--- src/spv_pkg.sv ---
// Constants, types and register map of the segment pointer validation block.
// What this block does
// [RULE_01] Far call to nonconforming code needs descriptor level equal current, requester not above it.
// [RULE_02] Far call accepts only code, call gate, task gate or task state segment types.
// [RULE_03] Every check operation fails first when the selector is null.
// [RULE_04] Every check fails when the selector index lies beyond its table limit.
// [RULE_05] Load access rights accepts code, data, local table, gates or task state segment.
// [RULE_06] Unless conforming code, current and requester levels must not exceed descriptor level.
// [RULE_07] Load access rights success loads masked second doubleword and sets the zero flag.
// [RULE_08] Failed load access rights or load limit keeps destination and clears zero flag.
// [RULE_09] Verify readable and writable accept only code or data descriptors.
// [RULE_10] Zero flag set only if visible and readable, or visible and writable.
// [RULE_11] Code segments are never writable, so verify writable on code fails.
// [RULE_12] Load limit accepts code, data, local table or task state; gates fail.
// [RULE_13] Load limit success loads the scaled limit and sets the zero flag.
// [RULE_14] Requester level above data descriptor level denies access whatever the current level.
// [RULE_15] Adjust requester raises destination requester field to source value when lower.
// [RULE_16] Level 3 with both alignment enables set faults on unaligned references.
// [RULE_17] Levels 0, 1 and 2 never raise alignment faults.
// [RULE_18] Granular limit is raw limit shifted left twelve with low twelve bits ones.
// [RULE_19] Adjust requester sets zero flag when it changes the field, else clears it.
package spv_pkg;

  // Register byte offsets.
  localparam logic [7:0] SPV_CTRL_OFS  = 8'h00;
  localparam logic [7:0] SPV_SEL_OFS   = 8'h04;
  localparam logic [7:0] SPV_DLO_OFS   = 8'h08;
  localparam logic [7:0] SPV_DHI_OFS   = 8'h0c;
  localparam logic [7:0] SPV_TLIM_OFS  = 8'h10;
  localparam logic [7:0] SPV_CMD_OFS   = 8'h14;
  localparam logic [7:0] SPV_DEST_OFS  = 8'h18;
  localparam logic [7:0] SPV_RES_OFS   = 8'h1c;
  localparam logic [7:0] SPV_STAT_OFS  = 8'h20;
  localparam logic [7:0] SPV_MASK_OFS  = 8'h24;
  localparam logic [7:0] SPV_AADDR_OFS = 8'h28;

  // Control register fields.
  localparam int SPV_CTRL_CUR_PRIV_LSB    = 0;
  localparam int SPV_CTRL_CR_ALIGN_EN_BIT = 2;
  localparam int SPV_CTRL_FLAGS_ALIGN_BIT = 3;
  localparam int SPV_CTRL_ASZ_LSB         = 4;

  // Descriptor high doubleword fields.
  localparam int SPV_D_TYPE_LSB      = 8;
  localparam int SPV_D_S_BIT         = 12;
  localparam int SPV_D_DESC_PRIV_LSB = 13;
  localparam int SPV_D_LIMHI_LSB     = 16;
  localparam int SPV_D_G_BIT         = 23;

  // Status and mask bit positions.
  localparam int SPV_ST_DONE  = 0;
  localparam int SPV_ST_PROT  = 1;
  localparam int SPV_ST_ALIGN = 2;
  localparam int SPV_ST_W     = 3;

  // Operation codes written to the command register.
  localparam logic [2:0] SPV_OP_LOAD_RIGHTS = 3'h1;
  localparam logic [2:0] SPV_OP_VERIFY_RD   = 3'h2;
  localparam logic [2:0] SPV_OP_VERIFY_WR   = 3'h3;
  localparam logic [2:0] SPV_OP_LOAD_LIMIT  = 3'h4;
  localparam logic [2:0] SPV_OP_ADJUST_REQ  = 3'h5;
  localparam logic [2:0] SPV_OP_CALL        = 3'h6;
  localparam logic [2:0] SPV_OP_ALIGN       = 3'h7;

  // Access rights mask; the undefined nibble passes through.
  localparam logic [31:0] SPV_RIGHTS_MASK = 32'h00ffff00;

  // Reset values.
  localparam logic [31:0]       SPV_REG_RST  = 32'h0;
  localparam logic [SPV_ST_W-1:0] SPV_ST_RST = 3'h0;

  typedef enum logic {SPV_BUS_IDLE, SPV_BUS_DATA} spv_bus_st_t;

endpackage

--- src/spv_top.sv ---
// Segment pointer validation unit with an AHB-Lite register slave.
`timescale 1ns/10ps
module spv_top
  import spv_pkg::*;
#(
  parameter int ADDR_W = 8                 // Decoded address width.
)
(
  input  wire logic        hclk,           // Core clock, 25 MHz.
  input  wire logic        hresetn,        // Asynchronous reset, active low.
  input  wire logic        hsel,           // Slave select.
  input  wire logic [31:0] haddr,          // Byte address.
  input  wire logic [1:0]  htrans,         // Transfer type.
  input  wire logic        hwrite,         // Write when high.
  input  wire logic [2:0]  hsize,          // Transfer size, word only.
  input  wire logic [31:0] hwdata,         // Write data.
  input  wire logic        hready,         // Bus ready.
  output logic      [31:0] hrdata,         // Read data.
  output logic             hreadyout,      // Slave ready.
  output logic             hresp,          // Always OKAY.
  output logic             irq             // Level interrupt.
);

  if (ADDR_W < 6 || ADDR_W > 32)
  begin : g_chk
    $error("ADDR_W must lie between 6 and 32.");
  end

  spv_bus_st_t          bus_st_r;
  logic [7:0]           addr_r;
  logic                 wr_r;
  logic                 hready_r;
  logic [31:0]          hrdata_r;
  logic                 irq_r;
  logic [31:0]          ctrl_r;
  logic [15:0]          sel_r;
  logic [31:0]          dlo_r;
  logic [31:0]          dhi_r;
  logic [31:0]          tlim_r;
  logic [31:0]          dest_r;
  logic                 zero_flag_r;
  logic [SPV_ST_W-1:0]  stat_r;
  logic [SPV_ST_W-1:0]  mask_r;
  logic [31:0]          aaddr_r;
  logic                 wr_en;
  logic                 exec;
  logic [2:0]           op;

  // Selector and descriptor decode.
  logic [1:0]  current_priv_level;
  logic [1:0]  requester_priv_level;
  logic [1:0]  descriptor_priv_level;
  logic [3:0]  typ;
  logic        s_bit;
  logic        null_sel;
  logic        over_lim;
  logic        base_ok;
  logic        is_code;
  logic        is_conf;
  logic        is_data;
  logic        readable;
  logic        writable;
  logic        is_tss;
  logic        is_ldt;
  logic        is_cgate;
  logic        is_tgate;
  logic        visible;
  logic        rights_ok;
  logic        ver_ok;
  logic        limit_ok;
  logic        call_fault;
  logic        align_fault;
  logic [31:0] amask;
  logic [SPV_ST_W-1:0] ev;

  assign hrdata    = hrdata_r;
  assign hreadyout = hready_r;
  assign irq       = irq_r;

  // Limit scaling for the load limit path; its check recomputes the value on its own.
  function automatic logic [31:0] scaled_limit(input logic [31:0] hi, input logic [31:0] lo);
    logic [19:0] raw;
    raw = {hi[SPV_D_LIMHI_LSB+:4], lo[15:0]};
    if (hi[SPV_D_G_BIT])
      scaled_limit = {raw, 12'hfff}; // RULE_18
    else
      scaled_limit = {12'h000, raw};
    return scaled_limit;
  endfunction

  // Register read mux; unmapped offsets read as zero.
  function automatic logic [31:0] rd_mux(input logic [7:0] a);
    logic [31:0] v;
    v = 32'h0;
    if (a == SPV_CTRL_OFS) v = ctrl_r;
    else if (a == SPV_SEL_OFS) v = {16'h0000, sel_r};
    else if (a == SPV_DLO_OFS) v = dlo_r;
    else if (a == SPV_DHI_OFS) v = dhi_r;
    else if (a == SPV_TLIM_OFS) v = tlim_r;
    else if (a == SPV_DEST_OFS) v = dest_r;
    else if (a == SPV_RES_OFS) v = {31'h0, zero_flag_r};
    else if (a == SPV_STAT_OFS) v = {29'h0, stat_r};
    else if (a == SPV_MASK_OFS) v = {29'h0, mask_r};
    else if (a == SPV_AADDR_OFS) v = aaddr_r;
    return v;
  endfunction

  // Bus slave: every transfer gets one wait state so read data come from a flop.
  always_ff @(posedge hclk or negedge hresetn)
  begin
    if (!hresetn)
    begin
      bus_st_r <= SPV_BUS_IDLE;
      addr_r   <= 8'h00;
      wr_r     <= 1'b0;
      hready_r <= 1'b1;
    end
    else
    begin
      case (bus_st_r)
        SPV_BUS_IDLE:
        begin
          if (hsel && htrans[1] && hready)
          begin
            bus_st_r <= SPV_BUS_DATA;
            addr_r   <= 8'({haddr[ADDR_W-1:2], 2'b00});
            wr_r     <= hwrite;
            hready_r <= 1'b0;
          end
        end
        SPV_BUS_DATA:
        begin
          bus_st_r <= SPV_BUS_IDLE;
          hready_r <= 1'b1;
        end
        default:
        begin
          bus_st_r <= SPV_BUS_IDLE;
          hready_r <= 1'b1;
        end
      endcase
    end
  end

  assign wr_en = (bus_st_r == SPV_BUS_DATA) && wr_r;
  assign exec  = wr_en && (addr_r == SPV_CMD_OFS) && (hwdata[2:0] != 3'h0);
  assign op    = hwdata[2:0];

  // Read data captured in the wait cycle; a read never sees a half-updated register.
  always_ff @(posedge hclk or negedge hresetn)
  begin
    if (!hresetn)
      hrdata_r <= 32'h0;
    else if (bus_st_r == SPV_BUS_DATA && !wr_r)
      hrdata_r <= rd_mux(addr_r);
  end

  // Plain software registers.
  always_ff @(posedge hclk or negedge hresetn)
  begin
    if (!hresetn)
    begin
      ctrl_r  <= SPV_REG_RST;
      sel_r   <= 16'h0000;
      dlo_r   <= SPV_REG_RST;
      dhi_r   <= SPV_REG_RST;
      tlim_r  <= SPV_REG_RST;
      mask_r  <= SPV_ST_RST;
      aaddr_r <= SPV_REG_RST;
    end
    else if (wr_en)
    begin
      if (addr_r == SPV_CTRL_OFS) ctrl_r <= hwdata;
      else if (addr_r == SPV_SEL_OFS) sel_r <= hwdata[15:0];
      else if (addr_r == SPV_DLO_OFS) dlo_r <= hwdata;
      else if (addr_r == SPV_DHI_OFS) dhi_r <= hwdata;
      else if (addr_r == SPV_TLIM_OFS) tlim_r <= hwdata;
      else if (addr_r == SPV_MASK_OFS) mask_r <= hwdata[SPV_ST_W-1:0];
      else if (addr_r == SPV_AADDR_OFS) aaddr_r <= hwdata;
    end
  end

  // Descriptor classification and the common visibility test.
  always_comb
  begin
    current_priv_level    = ctrl_r[SPV_CTRL_CUR_PRIV_LSB+:2];
    requester_priv_level  = sel_r[1:0];
    descriptor_priv_level = dhi_r[SPV_D_DESC_PRIV_LSB+:2];
    typ      = dhi_r[SPV_D_TYPE_LSB+:4];
    s_bit    = dhi_r[SPV_D_S_BIT];
    null_sel = (sel_r[15:2] == 14'h0000); // RULE_03
    // The last byte of the eight-byte entry must lie within the table.
    over_lim = {1'b0, sel_r[15:3], 3'h7} > {1'b0, (sel_r[2] ? tlim_r[31:16] : tlim_r[15:0])}; // RULE_04
    base_ok  = !null_sel && !over_lim;
    is_code  = s_bit && typ[3];
    is_conf  = is_code && typ[2];
    is_data  = s_bit && !typ[3];
    readable = is_data || typ[1];
    writable = is_data && typ[1]; // RULE_11
    is_tss   = !s_bit && !typ[2] && typ[0];
    is_ldt   = !s_bit && (typ == 4'h2);
    is_cgate = !s_bit && (typ[2:0] == 3'h4);
    is_tgate = !s_bit && (typ == 4'h5);
    // Requester level weakens the caller, so both levels are held to the descriptor.
    visible  = is_conf || ((current_priv_level <= descriptor_priv_level)
                           && (requester_priv_level <= descriptor_priv_level)); // RULE_06 RULE_14
    rights_ok = base_ok && (s_bit || is_ldt || is_cgate || is_tgate || is_tss) && visible; // RULE_05
    ver_ok   = base_ok && s_bit && visible; // RULE_09
    limit_ok = base_ok && (s_bit || is_ldt || is_tss) && visible; // RULE_12
    call_fault = !base_ok || !(is_code || is_cgate || is_tgate || is_tss) // RULE_02
                 || (is_code && !is_conf && ((descriptor_priv_level != current_priv_level)
                 || (requester_priv_level > descriptor_priv_level))); // RULE_01
    amask    = (32'h1 << ctrl_r[SPV_CTRL_ASZ_LSB+:2]) - 32'h1;
    // Supervisor levels are exempt, whatever the two enables hold.
    align_fault = (current_priv_level == 2'h3) && ctrl_r[SPV_CTRL_CR_ALIGN_EN_BIT]
                  && ctrl_r[SPV_CTRL_FLAGS_ALIGN_BIT]
                  && ((aaddr_r & amask) != 32'h0); // RULE_16 RULE_17
  end

  // Destination register and zero flag; failed loads leave the destination alone.
  always_ff @(posedge hclk or negedge hresetn)
  begin
    if (!hresetn)
    begin
      dest_r <= SPV_REG_RST;
      zero_flag_r <= 1'b0;
    end
    else if (exec)
    begin
      case (op)
        SPV_OP_LOAD_RIGHTS:
        begin
          zero_flag_r <= rights_ok; // RULE_08
          if (rights_ok)
            dest_r <= dhi_r & SPV_RIGHTS_MASK; // RULE_07
        end
        SPV_OP_VERIFY_RD: zero_flag_r <= ver_ok && readable; // RULE_10
        SPV_OP_VERIFY_WR: zero_flag_r <= ver_ok && writable; // RULE_10
        SPV_OP_LOAD_LIMIT:
        begin
          zero_flag_r <= limit_ok; // RULE_08
          if (limit_ok)
            dest_r <= scaled_limit(dhi_r, dlo_r); // RULE_13
        end
        SPV_OP_ADJUST_REQ:
        begin
          zero_flag_r <= (dest_r[1:0] < requester_priv_level); // RULE_19
          if (dest_r[1:0] < requester_priv_level)
            dest_r[1:0] <= requester_priv_level; // RULE_15
        end
        default: zero_flag_r <= zero_flag_r;
      endcase
    end
    else if (wr_en && addr_r == SPV_DEST_OFS)
      dest_r <= hwdata;
  end

  // Sticky events; a set in the clearing cycle wins.
  always_comb
  begin
    ev = '0;
    ev[SPV_ST_DONE]  = exec;
    ev[SPV_ST_PROT]  = exec && (op == SPV_OP_CALL) && call_fault; // RULE_01 RULE_02
    ev[SPV_ST_ALIGN] = exec && (op == SPV_OP_ALIGN) && align_fault; // RULE_16
  end

  // Status bits clear on a written one; an event in the same cycle keeps its bit.
  always_ff @(posedge hclk or negedge hresetn)
  begin
    if (!hresetn)
      stat_r <= SPV_ST_RST;
    else if (wr_en && addr_r == SPV_STAT_OFS)
      stat_r <= (stat_r & ~hwdata[SPV_ST_W-1:0]) | ev;
    else
      stat_r <= stat_r | ev;
  end

  // Interrupt follows the masked status one cycle late, keeping the pin glitch free.
  always_ff @(posedge hclk or negedge hresetn)
  begin
    if (!hresetn)
      irq_r <= 1'b0;
    else
      irq_r <= |(stat_r & mask_r);
  end

  // Response never signals an error.
  always_ff @(posedge hclk or negedge hresetn)
  begin
    if (!hresetn)
      hresp <= 1'b0;
    else
      hresp <= 1'b0;
  end

  chk_null_rights_fails: assert property (@(posedge hclk) disable iff (!hresetn) // RULE_03
    exec && op == SPV_OP_LOAD_RIGHTS && sel_r[15:2] == 14'h0 |=> !zero_flag_r && $stable(dest_r))
    else $error("Null selector passed load access rights.");

  chk_null_other_fails: assert property (@(posedge hclk) disable iff (!hresetn) // RULE_03
    exec && (op == SPV_OP_LOAD_LIMIT || op == SPV_OP_VERIFY_RD || op == SPV_OP_VERIFY_WR)
    && sel_r[15:2] == 14'h0 |=> !zero_flag_r)
    else $error("Null selector passed a check operation.");

  chk_limit_fails: assert property (@(posedge hclk) disable iff (!hresetn) // RULE_04
    exec && op == SPV_OP_VERIFY_RD && over_lim |=> !zero_flag_r)
    else $error("Selector beyond table limit passed verify readable.");

  chk_limit_keeps_dest: assert property (@(posedge hclk) disable iff (!hresetn) // RULE_08
    exec && op == SPV_OP_LOAD_LIMIT && !limit_ok |=> !zero_flag_r && dest_r == $past(dest_r))
    else $error("Failed load limit changed destination or zero flag.");

  chk_rights_loads_mask: assert property (@(posedge hclk) disable iff (!hresetn) // RULE_07
    exec && op == SPV_OP_LOAD_RIGHTS && rights_ok |=> zero_flag_r && dest_r == ($past(dhi_r) & SPV_RIGHTS_MASK))
    else $error("Load access rights result wrong.");

  chk_rights_type: assert property (@(posedge hclk) disable iff (!hresetn) // RULE_05
    exec && op == SPV_OP_LOAD_RIGHTS && !s_bit
    && typ inside {4'h0, 4'h6, 4'h7, 4'h8, 4'ha, 4'hd, 4'he, 4'hf} |=> !zero_flag_r)
    else $error("Unsupported system type passed load access rights.");

  chk_level_visible: assert property (@(posedge hclk) disable iff (!hresetn) // RULE_06
    exec && op == SPV_OP_LOAD_RIGHTS && !(s_bit && typ[3] && typ[2])
    && current_priv_level > descriptor_priv_level |=> !zero_flag_r)
    else $error("Invisible descriptor passed load access rights.");

  chk_verify_type: assert property (@(posedge hclk) disable iff (!hresetn) // RULE_09
    exec && op == SPV_OP_VERIFY_RD && !s_bit |=> !zero_flag_r)
    else $error("System descriptor passed verify readable.");

  chk_readable_only: assert property (@(posedge hclk) disable iff (!hresetn) // RULE_10
    exec && op == SPV_OP_VERIFY_RD && s_bit && typ[3] && !typ[1] |=> !zero_flag_r)
    else $error("Execute-only code reported readable.");

  chk_writable_code: assert property (@(posedge hclk) disable iff (!hresetn) // RULE_11
    exec && op == SPV_OP_VERIFY_WR && dhi_r[SPV_D_S_BIT] && dhi_r[SPV_D_TYPE_LSB+3] |=> !zero_flag_r)
    else $error("Code segment reported writable.");

  chk_limit_gate: assert property (@(posedge hclk) disable iff (!hresetn) // RULE_12
    exec && op == SPV_OP_LOAD_LIMIT && (is_cgate || is_tgate) |=> !zero_flag_r)
    else $error("Gate passed load segment limit.");

  chk_limit_scaled: assert property (@(posedge hclk) disable iff (!hresetn) // RULE_13 RULE_18
    exec && op == SPV_OP_LOAD_LIMIT && limit_ok |=> zero_flag_r && dest_r == ($past(dhi_r[SPV_D_G_BIT])
      ? {$past(dhi_r[SPV_D_LIMHI_LSB+:4]), $past(dlo_r[15:0]), 12'hfff}
      : {12'h000, $past(dhi_r[SPV_D_LIMHI_LSB+:4]), $past(dlo_r[15:0])}))
    else $error("Load segment limit result wrong.");

  chk_requester_denies: assert property (@(posedge hclk) disable iff (!hresetn) // RULE_14
    exec && op == SPV_OP_VERIFY_RD && is_data && requester_priv_level > descriptor_priv_level |=> !zero_flag_r)
    else $error("Requester level above descriptor level was granted.");

  chk_adjust_raises: assert property (@(posedge hclk) disable iff (!hresetn) // RULE_15
    exec && op == SPV_OP_ADJUST_REQ && dest_r[1:0] < requester_priv_level
    |=> zero_flag_r && dest_r[1:0] == $past(requester_priv_level))
    else $error("Adjust requester did not raise the field.");

  chk_adjust_keeps: assert property (@(posedge hclk) disable iff (!hresetn) // RULE_19
    exec && op == SPV_OP_ADJUST_REQ && dest_r[1:0] >= requester_priv_level |=> !zero_flag_r && $stable(dest_r))
    else $error("Adjust requester changed a field that was high enough.");

  chk_call_fault: assert property (@(posedge hclk) disable iff (!hresetn) // RULE_01
    exec && op == SPV_OP_CALL && base_ok && is_code && !is_conf
    && descriptor_priv_level != current_priv_level |=> stat_r[SPV_ST_PROT])
    else $error("Far call privilege mismatch not flagged.");

  chk_type_call: assert property (@(posedge hclk) disable iff (!hresetn) // RULE_02
    exec && op == SPV_OP_CALL && s_bit && !typ[3] |=> stat_r[SPV_ST_PROT])
    else $error("Far call to a data segment not flagged.");

  chk_align_odd: assert property (@(posedge hclk) disable iff (!hresetn) // RULE_16
    exec && op == SPV_OP_ALIGN && current_priv_level == 2'h3 && ctrl_r[SPV_CTRL_CR_ALIGN_EN_BIT]
    && ctrl_r[SPV_CTRL_FLAGS_ALIGN_BIT] && aaddr_r[0] && ctrl_r[SPV_CTRL_ASZ_LSB+:2] != 2'h0
    |=> stat_r[SPV_ST_ALIGN])
    else $error("Odd address at level 3 raised no alignment fault.");

  chk_no_low_align: assert property (@(posedge hclk) disable iff (!hresetn) // RULE_17
    exec && op == SPV_OP_ALIGN && current_priv_level != 2'h3 && !stat_r[SPV_ST_ALIGN] |=> !stat_r[SPV_ST_ALIGN])
    else $error("Alignment fault raised below level 3.");

  chk_irq_level: assert property (@(posedge hclk) disable iff (!hresetn)
    ##1 irq == |($past(stat_r) & $past(mask_r)))
    else $error("Interrupt does not follow masked status.");

endmodule

--- config.mk ---
export PLATFORM = sky130hd
export DESIGN_NAME = spv_top
export DESIGN_NICKNAME = d
export VERILOG_FILES = /design/src/spv_pkg.sv /design/src/spv_top.sv
export SDC_FILE = /design/constraint.sdc
export NUM_CORES = 1
export LEC_CHECK = 0
export BUFFER_PORTS_ARGS = -buffer_cell sky130_fd_sc_hd__buf_2
export CAP_MARGIN = 15
export CELL_PAD_IN_SITES_DETAIL_PLACEMENT = 1
export CELL_PAD_IN_SITES_GLOBAL_PLACEMENT = 1
export CORE_MARGIN = 5
export CORE_UTILIZATION = 40
export CTS_BUF_LIST = sky130_fd_sc_hd__clkbuf_8
export DETAILED_ROUTE_END_ITERATION = 10
export GPL_TIMING_DRIVEN = 0
export PLACE_DENSITY = 0.77
export REMOVE_ABC_BUFFERS = 1
export SYNTH_ARGS = -nofsm -noshare
export SYNTH_HDL_FRONTEND = slang
export SYNTH_SLANG_ARGS = --single-unit
--- constraint.sdc ---
create_clock -name hclk -period 3.95 [get_ports hclk]
set_input_delay 0.79 -clock hclk [delete_from_list [all_inputs] [get_ports hclk]]
set_output_delay 0.79 -clock hclk [all_outputs]
set_load 0.005 [all_outputs]
After elaboration in Yosys (flattened, before gate mapping)
Index checks and enable logic that the tools add are counted.

Add/subtract/negate cells: 1. Order comparisons: 5. Equal/unequal tests: 28. Shift operators: 1. Muxes and demuxes: 25. Bitwise logic cells: 13. Reductions and logical operators: 76.

Operator list (number): 32-bit two-way mux (15); 30-bit case mux with 2 select lines (1); 1-bit logical AND (36); 32-bit AND (1); 32-bit nonzero test (1); 1-bit by 2-bit << shifter with 32-bit output (first input constant) (1); 32-bit by 1-bit subtractor with 32-bit output (second input constant) (1); 6-bit by 3-bit == test with 1-bit output (second input constant) (4); 6-bit by 4-bit == test with 1-bit output (second input constant) (3); 16-bit > comparator (1); 16-bit two-way mux (1); 3-bit == test (second input constant) (5); 14-bit zero test (1); 1-bit logical OR (13); 6-bit by 2-bit == test with 1-bit output (second input constant) (2); 5-bit AND reduction (2); 1-bit zero test (9); 3-bit inequality test (second input constant) (3); 8-bit zero test (1); 4-bit AND reduction (2); 8-bit AND reduction (1); 1-bit inverter (7); 7-bit AND reduction (1); 3-bit AND (2); other kinds (28) (35).

Flip-flop bits (word level): 257. Output and inout bits: 35. Word-level logic and storage cells: 166.

Logic depth before layout (Yosys ltp)
Gate-level depths: netlist of run 1.

Depth after elaboration: 11. Depth in mapped cells: 12. Mapped depth without buffers: 9.

Worst setup path before layout of run 1
OpenSTA, ideal clock, no wires.

Path type: reg2reg. Start point: register sel_r[2]. End point: register dest_r[13]. Library setup time: 0.125 ns. Arrival: 2.919 ns. Path slack: 0.906 ns. Cell stages (with the launch flop): 12. Path buffers: 3. Clock period less this slack: 3.044 ns. Cell sequence: dfrtp_1 -> clkbuf_1 -> buf_1 -> mux2i_1 -> ha_1 -> a211oi_1 -> o21ai_0 -> o211ai_1 -> a22oi_1 -> o31ai_4 -> buf_6 -> mux2_2.

Longest elaborated chain between the ends: 8.

Ends and longest elaborated chain: from (decl) (RTL line spv_top.sv:36) `logic [15:0] sel_r;`; from (signal assigned) (RTL line spv_top.sv:174) `else if (addr_r == SPV_SEL_OFS) sel_r <= hwdata[15:0];`; 16-bit two-way mux (RTL line spv_top.sv:193) `over_lim = {1'b0, sel_r[15:3], 3'h7} > {1'b0, (sel_r[2] ? tlim_r[31:16] : tlim_r[15:0])};`; 16-bit > comparator (RTL line spv_top.sv:193); 1-bit zero test (RTL line spv_top.sv:194) `base_ok = !null_sel && !over_lim;`; 1-bit logical AND (*) (RTL line spv_top.sv:194); 1-bit logical AND, on equally long branches (2 in series) (RTL line spv_top.sv:209, spv_top.sv:207); 3-bit inequality test (no source line); 4-bit AND reduction (no source line) (*); to (signal assigned) (RTL line spv_top.sv:235) `dest_r <= dhi_r & SPV_RIGHTS_MASK;`; to (signal assigned) (RTL line spv_top.sv:243) `dest_r <= scaled_limit(dhi_r, dlo_r);`; to (signal assigned) (RTL line spv_top.sv:255) `dest_r <= hwdata;`; to (decl) (RTL line spv_top.sv:40) `logic [31:0] dest_r;`.

Mark *: on every way between the ends. The rest lies on a longest branch, timed or not. A chain may end at the register's enable or synchronous reset.

Worst setup path after layout of run 1
Start point: register addr_r[3]. End point: register ctrl_r[17].

Longest elaborated chain between the ends: 2.

Ends and longest elaborated chain: from (decl) (RTL line spv_top.sv:30) `logic [7:0] addr_r;`; from (signal assigned) (RTL line spv_top.sv:126) `addr_r <= 8'({haddr[ADDR_W-1:2], 2'b00});`; 8-bit zero test (RTL line spv_top.sv:173) `if (addr_r == SPV_CTRL_OFS) ctrl_r <= hwdata;`; 2-bit AND reduction (no source line); to (signal assigned) (RTL line spv_top.sv:173); to (decl) (RTL line spv_top.sv:35) `logic [31:0] ctrl_r;`.

No other way between the ends.

==> results of run 1 <==
## worst paths after layout
check / start / to / slack (ns) / depth (start not counted)
worst max-delay path: addr_r[3] / ctrl_r[17] / 0.23 / 6
worst min-delay path: hresetn / ctrl_r[3] / 0.16 / 1
worst max register to register: addr_r[3] / ctrl_r[17] / 0.23 / 6
worst min register to register: hrdata[22] / hrdata[22] / 0.47 / 2
max in group asynchronous: hresetn / dlo_r[21] / 2.47 / 3
min in group hclk: haddr[7] / addr_r[7] / 0.43 / 3
## through the flow
stage / util [%] / instance area, sq um / hold slack [ns] / setup TNS [ns] / power (W)
after floorplan: - / 12130 / 0.4570 / -27.26 / 0.003787
after global placement: 42.44 / 13020 / 0.4566 / -1162.07 / 0.004243
after detailed placement: 44.10 / 13520 / 0.4643 / -16.27 / 0.004365
after CTS: 46.97 / 14410 / 0.1547 / 0 / 0.006751
after global routing: 47.11 / 14450 / 0.1779 / 0 / 0.007019
final: 47.11 / 14450 / 0.1555 / 0 / 0.006683
## Yosys cell counts (all sizes together), types with 12 or more instances
cell / n
a222oi: 16
mux2i: 39
buf: 16
ha: 18
dfrtp: 256
o21ai: 101
nor2: 51
nand2: 131
a21oi: 78
a221oi: 16
clkbuf: 58
mux2: 216
inv: 12
## sequential cells by signal (all words and copies together), names as in the netlist
signal	cells
aaddr_r	32
addr_r	6
bus_st_r	1
ctrl_r	32
dest_r	32
dhi_r	32
dlo_r	32
hrdata	32
hreadyout	1
irq	1
mask_r	3
sel_r	16
stat_r	3
tlim_r	32
wr_r	1
zero_flag_r	1
## cell families after synthesis
kind of cell / count (synthesis)
flops: 257
simple gates: 241
fa+ha+maj: 18
other cells: 1
mux: 255
buf+inv: 87
compound gates: 253
## power breakdown
part           leakage [nW]  total (W)  internal (W)  switching, W
Combinational          2.80    0.00114      0.000496      0.000640
Sequential             3.23    0.00320       0.00293      0.000265
Clock                 0.505    0.00235       0.00127       0.00108
## per-layer routing
layer | part of all wire, % | vias to the layer above | global-route usage (%)
met2 | 50 | 307 | 36.88
met4 | 2.5 | 4 | 7.002
li1 | - | 4194 | -
met5 | 0.037 | - | 0
met3 | 5.9 | 82 | 3.606
met1 | 41 | 4892 | 28.23
## final cells by class
type	count	area [sq um]
Fill cell	3328	16220
Sequential cell	257	6435
Multi-Input combinational cell	769	5725
Timing Repair Buffer	104	877.1
Clock buffer	56	770.7
Tap cell	396	495.5
Clock inverter	21	86.33
Inverter	13	52.55
Timing Repair inverter	1	5.005
## repair_timing
item                                    in CTS  in global routing
gates resized for setup                      2                  0
pin swaps                                    1                  1
buffers inserted                             1                  4
endpoints found under the setup margin      30                 23
gates cloned                                 2                  0
==> impl_results.md, run 1 <==
* Outcome: complete, no violations
* CTS max path bufs at 3
* Wirelength per Cell at 23.51 um
* Drt pass-1 iters at 7
* Hpwl dp at about 25000 um
* Critical path type: flop to flop
* CTS root buf: clkbuf_8
* Port Buffers at between 70 and 80
* Initial antenna violation count at 2
* IO Count at roughly 110
* Sequential-to-total area share from yosys stat at around 52%
* Area leader, netlist: dfrtp_1
* Synth Area in Compound Gates at approximately an eighth
* Dpl cells at roughly 1500
* Clk sink count at between 200 and 300
* Period utilization at 94.11%
* CP max stage cell: nor2_1
* Critical Path Max Stage Delay at 0.93 ns
* Clk Latency, worst-skew pair at between 0.5 and 0.6 ns
* CP top delay family: simple AND/OR/NAND/NOR gates
* DRC viols at 0
* Max Clock Freq at 269.0 MHz
* Async set-reset flop share out of synthesis at between 90% and 100%
* Area growth syn-to-layout at 16.14%
* Number of global-route vias before repair at 10480
* GP Congestion at 0.8379
* First-pass GRT wire length at between 60000 and 70000 um
* Synth Area in XOR/XNOR at 0%
* Worst vdd ir at about 0.00024 V
* Total die area at roughly 0.035 sq mm
* Setup crit end kind: flop
* RSZ-0062 raised after global routing: false
* Total wire length at between 30000 and 40000 um
* Final Hold Violating Endpoints at 0
* Simple-gate portion of the synthesized area at under 10%
* CP Launch Type: flop
* Largest net degree at the start of global routing at 119
* Core area at roughly 0.03 sq mm
* Clk_skew at about 0.027 ns
* Synth Cell Area at around 0.012 sq mm
* Final nets at around 1300
* Initial DRC count at 647
* Via-to-Cell Ratio at approximately 5.9
* Most common cell after layout, fill and taps aside: dfrtp_1
* Lkg Pwr at 6.533 nW
* Flops & latches, synth at around 260
* WP buf/inv at 2
* Setup violators final at 0
* DIE HEIGHT at ~190 um
* Post-synthesis cell count at between 1000 and 1500
* ANT cells at 0
* Fraction of layout cells with a size suffix above 1 at a little under a third
* Post-route minimum period at 3.718 ns
* CTS clk-pin slew, worst paths at 0.06 ns
* Max_slew headroom at between 10% and 20%
* Starting density of the core at between 40% and 50%
* Count of pins over their slew limit at 0
* CTS buffer count at 45
* CP Cell Sequence: buf_16, nor2_1, nand2_1, nor2_4, buf_16, mux2_2
* Depth of the CTS H-tree at 2
* Worst Slack Setup Final at between 0.2 and 0.25 ns
* Pwr per Cell Area at 462.6 mW/mm^2
* Synth top area share at 51.50%
* Die W at ~190 um
* Post-route insts no fill at 1617
* Grt ovf at 0
* Fraction of the mapped netlist area in adder cells at about 1.8%
* Critical path arrival at 4.14 ns
* Proportion of synthesized area in mux cells at about 23%
* Critical path required time at approximately 4.4 ns
* Worst-Margin Slew at 1.216 ns
* Number of cell rows at 64
* Synth area leaders: dfrtp_1 (51%), mux2_2 (17%), nand2_1 (4.0%), o21ai_0 (3.9%), a21oi_1 (3.1%)
* Avg Cell Area, Syn at ~11 sq um
* Max-cap viol count at 0
* Most frequent cells in the layout: dfrtp_1 (254), mux2_2 (188), nand2_1 (131)
* CTS tree: done
* Via count at around 9500
* DRT antenna net count at 0
* Ys Warns at 0
* Worst Setup Slack post-DPL at -0.6058 ns
* Most used DFF post-synth: dfrtp_1
* Main combinational cell family by area after synthesis: multiplexers
* CP Max Fanout at 17
* Synth cell types at between 50 and 60
* Critical path's most frequent cell: buf_16
* Total track usage at between 20% and 30%
* Hold Crit Class: input port to asynchronous set/reset pin
* Hold_buf cts at 0
* Number of flops mapped to enable cells by yosys at 0
Note: power is estimated with default switching activity, not from simulation.
==> run 2: changes to the inputs <==
--- a/config.mk
+++ b/config.mk
@@ -7,14 +7,13 @@
 export LEC_CHECK = 0
 export BUFFER_PORTS_ARGS = -buffer_cell sky130_fd_sc_hd__buf_2
 export CAP_MARGIN = 15
-export CELL_PAD_IN_SITES_DETAIL_PLACEMENT = 1
+export CELL_PAD_IN_SITES_DETAIL_PLACEMENT = 0
 export CELL_PAD_IN_SITES_GLOBAL_PLACEMENT = 1
-export CORE_MARGIN = 5
-export CORE_UTILIZATION = 40
+export CORE_UTILIZATION = 35
 export CTS_BUF_LIST = sky130_fd_sc_hd__clkbuf_8
 export DETAILED_ROUTE_END_ITERATION = 10
 export GPL_TIMING_DRIVEN = 0
-export PLACE_DENSITY = 0.77
+export PLACE_DENSITY = 0.69
 export REMOVE_ABC_BUFFERS = 1
 export SYNTH_ARGS = -nofsm -noshare
 export SYNTH_HDL_FRONTEND = slang
==> run 2 against run 1 <==
Non-clock buffer count fell by 3; clock skew fell by 0.0053 ns; flip-flop and latch count did not move; final cell count rose by 3.6%; wire length fell by 5.2%; total power fell by 0.36%; combinational power fell by 4%; count of clock-buffer cells in the layout rose by 1; register-to-register slack improved by 0.07 ns; core utilization fell by 5.4 points; worst setup slack improved by 0.068 ns; largest cell class unchanged; highest routed layer unchanged.
==> impl_results.md, run 2 (synthesis results as in run 1) <==
* DRT antenna net count at 0 (unchanged)
* RSZ-0062 raised after global routing: false (unchanged)
* Setup violators final at 0 (unchanged)
* Starting density of the core at 35.75% (was 40.56%)
* Lkg Pwr at 6.523 nW (was 6.533 nW)
* Pwr per Cell Area at 458.9 mW/mm^2 (was 462.6 mW/mm^2)
* CTS root buf: clkbuf_8 (unchanged)
* CTS clk-pin slew, worst paths at 0.06 ns (about the same)
* Number of global-route vias before repair at 9352 (was 10480)
* GP Congestion at 0.8044 (was 0.8379)
* Max Clock Freq at 274.0 MHz (was 269.0 MHz)
* Worst Slack Setup Final at 0.3003 ns (was 0.2325 ns)
* First-pass GRT wire length at 55600 um (was 60600 um)
* Cells on worst reg2reg path at 8 (was 6)
* Critical path's most frequent cell: o31ai_4 (was buf_16)
* CTS buffer count at 46 (was 45)
* CTS max path bufs at 3 (unchanged)
* Filler cells at 3327 (was 3328)
* Die W at 190.5 um (was 186.3 um)
* Via-to-Cell Ratio at 5.460 (was 5.862)
* Drt pass-1 iters at 7 (unchanged)
* Fraction of layout cells with a size suffix above 1 at 30.60% (was 30.79%)
* DRC viols at 0 (unchanged)
* Clk_skew at 0.02201 ns (was 0.02736 ns)
* Hold Crit Class: input port to asynchronous set/reset pin (unchanged)
* Critical path type: flop to flop (unchanged)
* Period utilization at 92.40% (was 94.11%)
* Via count at 9145 (was 9479)
* Number of cell rows at 68 (was 64)
* Most common cell after layout, fill and taps aside: dfrtp_1 (unchanged)
* Reg-to-reg slack, setup at 0.30 ns (was 0.23 ns)
* Hold slack at 0.1463 ns (was 0.1555 ns)
* Port Buffers at 77 (unchanged)
* Critical path arrival at 4.09 ns (was 4.14 ns)
* Hpwl dp at 23510 um (was 25380 um)
* Total die area at 0.03630 sq mm (was 0.03472 sq mm)
* Clk Latency, worst-skew pair at 0.57 ns (was 0.56 ns)
* Final Hold Violating Endpoints at 0 (unchanged)
* CP Max Fanout at 22 (was 17)
* Sequential cell area at 0.006436 sq mm (was 0.006435 sq mm)
* Outcome: complete, no violations (unchanged)
* Area growth syn-to-layout at 16.65% (was 16.14%)
* Worst vdd ir at 0.0002577 V (was 0.0002370 V)
* Initial DRC count at 522 (was 647)
* Wirelength per Cell at 21.51 um (was 23.51 um)
* Largest net degree at the start of global routing at 117 (was 119)
* Critical Path Max Stage Delay at 0.68 ns (was 0.93 ns)
* CP endpoint: dest_r[19] (was ctrl_r[17])
* DIE HEIGHT at 190.5 um (was 186.3 um)
* Max_slew headroom at 24.61% (was 18.64%)
* CTS tree: done (unchanged)
* Worst-Margin Slew at 1.127 ns (was 1.216 ns)
* Count of pins over their slew limit at 0 (unchanged)
* Multi-input gate area at 0.005725 sq mm (unchanged)
* Core area at 0.03480 sq mm (was 0.03067 sq mm)
* Max-cap viol count at 0 (unchanged)
* IO Count at 109 (unchanged)
* Critical path required time at 4.39 ns (was 4.37 ns)
* Setup crit end kind: flop (unchanged)
* Clk sink count at 257 (unchanged)
* Worst Setup Slack post-DPL at -0.6352 ns (was -0.6058 ns)
* CP Launch Type: flop (unchanged)
* Depth of the CTS H-tree at 2 (unchanged)
* Critical path origin: addr_r[3] (unchanged)
* GRT met1 Usage at 26.32% (was 28.23%)
* CP Cell Sequence: clkinvlp_4, nand4_1, nor2_4, o31ai_4, a211o_1, o31ai_4, buf_8, mux2_2 (was buf_16, nor2_1, nand2_1, nor2_4, buf_16, mux2_2)
* Initial antenna violation count at 2 (unchanged)
* Worst r2r src: addr_r[3] (unchanged)
* Met3 Use GR at 3.533% (was 3.606%)
* Final nets at 1281 (was 1283)
* Grt ovf at 0 (unchanged)
* Global routing's busiest layer: met2 (unchanged)
* Total wire length at 36040 um (was 38010 um)
* Met2 usage in global routing at 33.05% (was 36.88%)
* Most frequent cells in the layout: dfrtp_1 (253), mux2_2 (188), nand2_1 (131) (was dfrtp_1 (254), mux2_2 (188), nand2_1 (131))
* CP max stage cell: dfrtp_2 (was nor2_1)
* Critical R2R Capture: dest_r[19] (was ctrl_r[17])
* Post-route minimum period at 3.650 ns (was 3.718 ns)
* Total track usage at 20.06% (was 21.64%)
==> run 2: per-layer routing <==
layer  share of wire (%)  wire, um  vias to the layer above
li1                    -         -                     4201
met1                  44     15900                     4651
met2                  48     17150                      221
met3                 5.5      1986                       70
met4                 2.8       993                        2
met5               0.022         8                        -
==> run 2: worst min path at each step <==
stage	startpoint	to	slack, ns	depth (start not counted)
floorplan	dest_r[16]	dest_r[16]	0.46	1
global placement	hrdata[30]	hrdata[30]	0.46	1
detailed placement	hrdata[15]	hrdata[15]	0.47	2
CTS	hresetn	hrdata[20]	0.15	1
global route	hresetn	hrdata[20]	0.17	1
finish	hresetn	hrdata[20]	0.15	1
==> run 2: report_power, final <==
part / internal [W] / total [W] / switching [W]
clock network: 0.00128 / 0.00236 / 0.00107
registers: 0.00293 / 0.00320 / 0.000271
logic: 0.000491 / 0.00110 / 0.000607
total: 0.00471 / 0.00666 / 0.00195
==> run 2: cell type report <==
type / instances / share of cell area, %
antenna: 1 / 0.01725
multi-input combinational: 769 / 39.46
inverter: 13 / 0.3622
sequential: 257 / 44.36
timing repair inverter: 1 / 0.03449
clock inverter: 21 / 0.5777
clock buffer: 57 / 5.407
timing repair buffer: 101 / 5.864
tap: 455 / 3.923
==> run 2: metrics by stage <==
stage	utilization [%]	cell area (sq um)	total power, W	setup TNS, ns	instances
detailed placement	39.12	13610	0.004340	-17.19	1593
finish	41.70	14510	0.006659	0	1675
global route	41.69	14510	0.007000	0	1674
floorplan	-	12130	0.003787	-27.26	1038
CTS	41.65	14490	0.006729	0	1672
global placement	37.61	13090	0.004259	-1215.25	1570
==> run 2: what timing repair did <==
item	in CTS	in global routing
setup endpoints to repair	32	26
setup buffers	0	1
hold buffers	0	0
cloned	1	1
pin swaps	1	1
resized for setup	2	1
==> run 2: critical path, delay by kind of cell (launching register included) <==
kind / cells / cell delay (ns)
AOI/OAI and AO/OA: 3 / 1.09
buffers and inverters: 2 / 0.73
DFF: 1 / 0.68
and+or+nand+nor: 2 / 0.68
muxes: 1 / 0.35
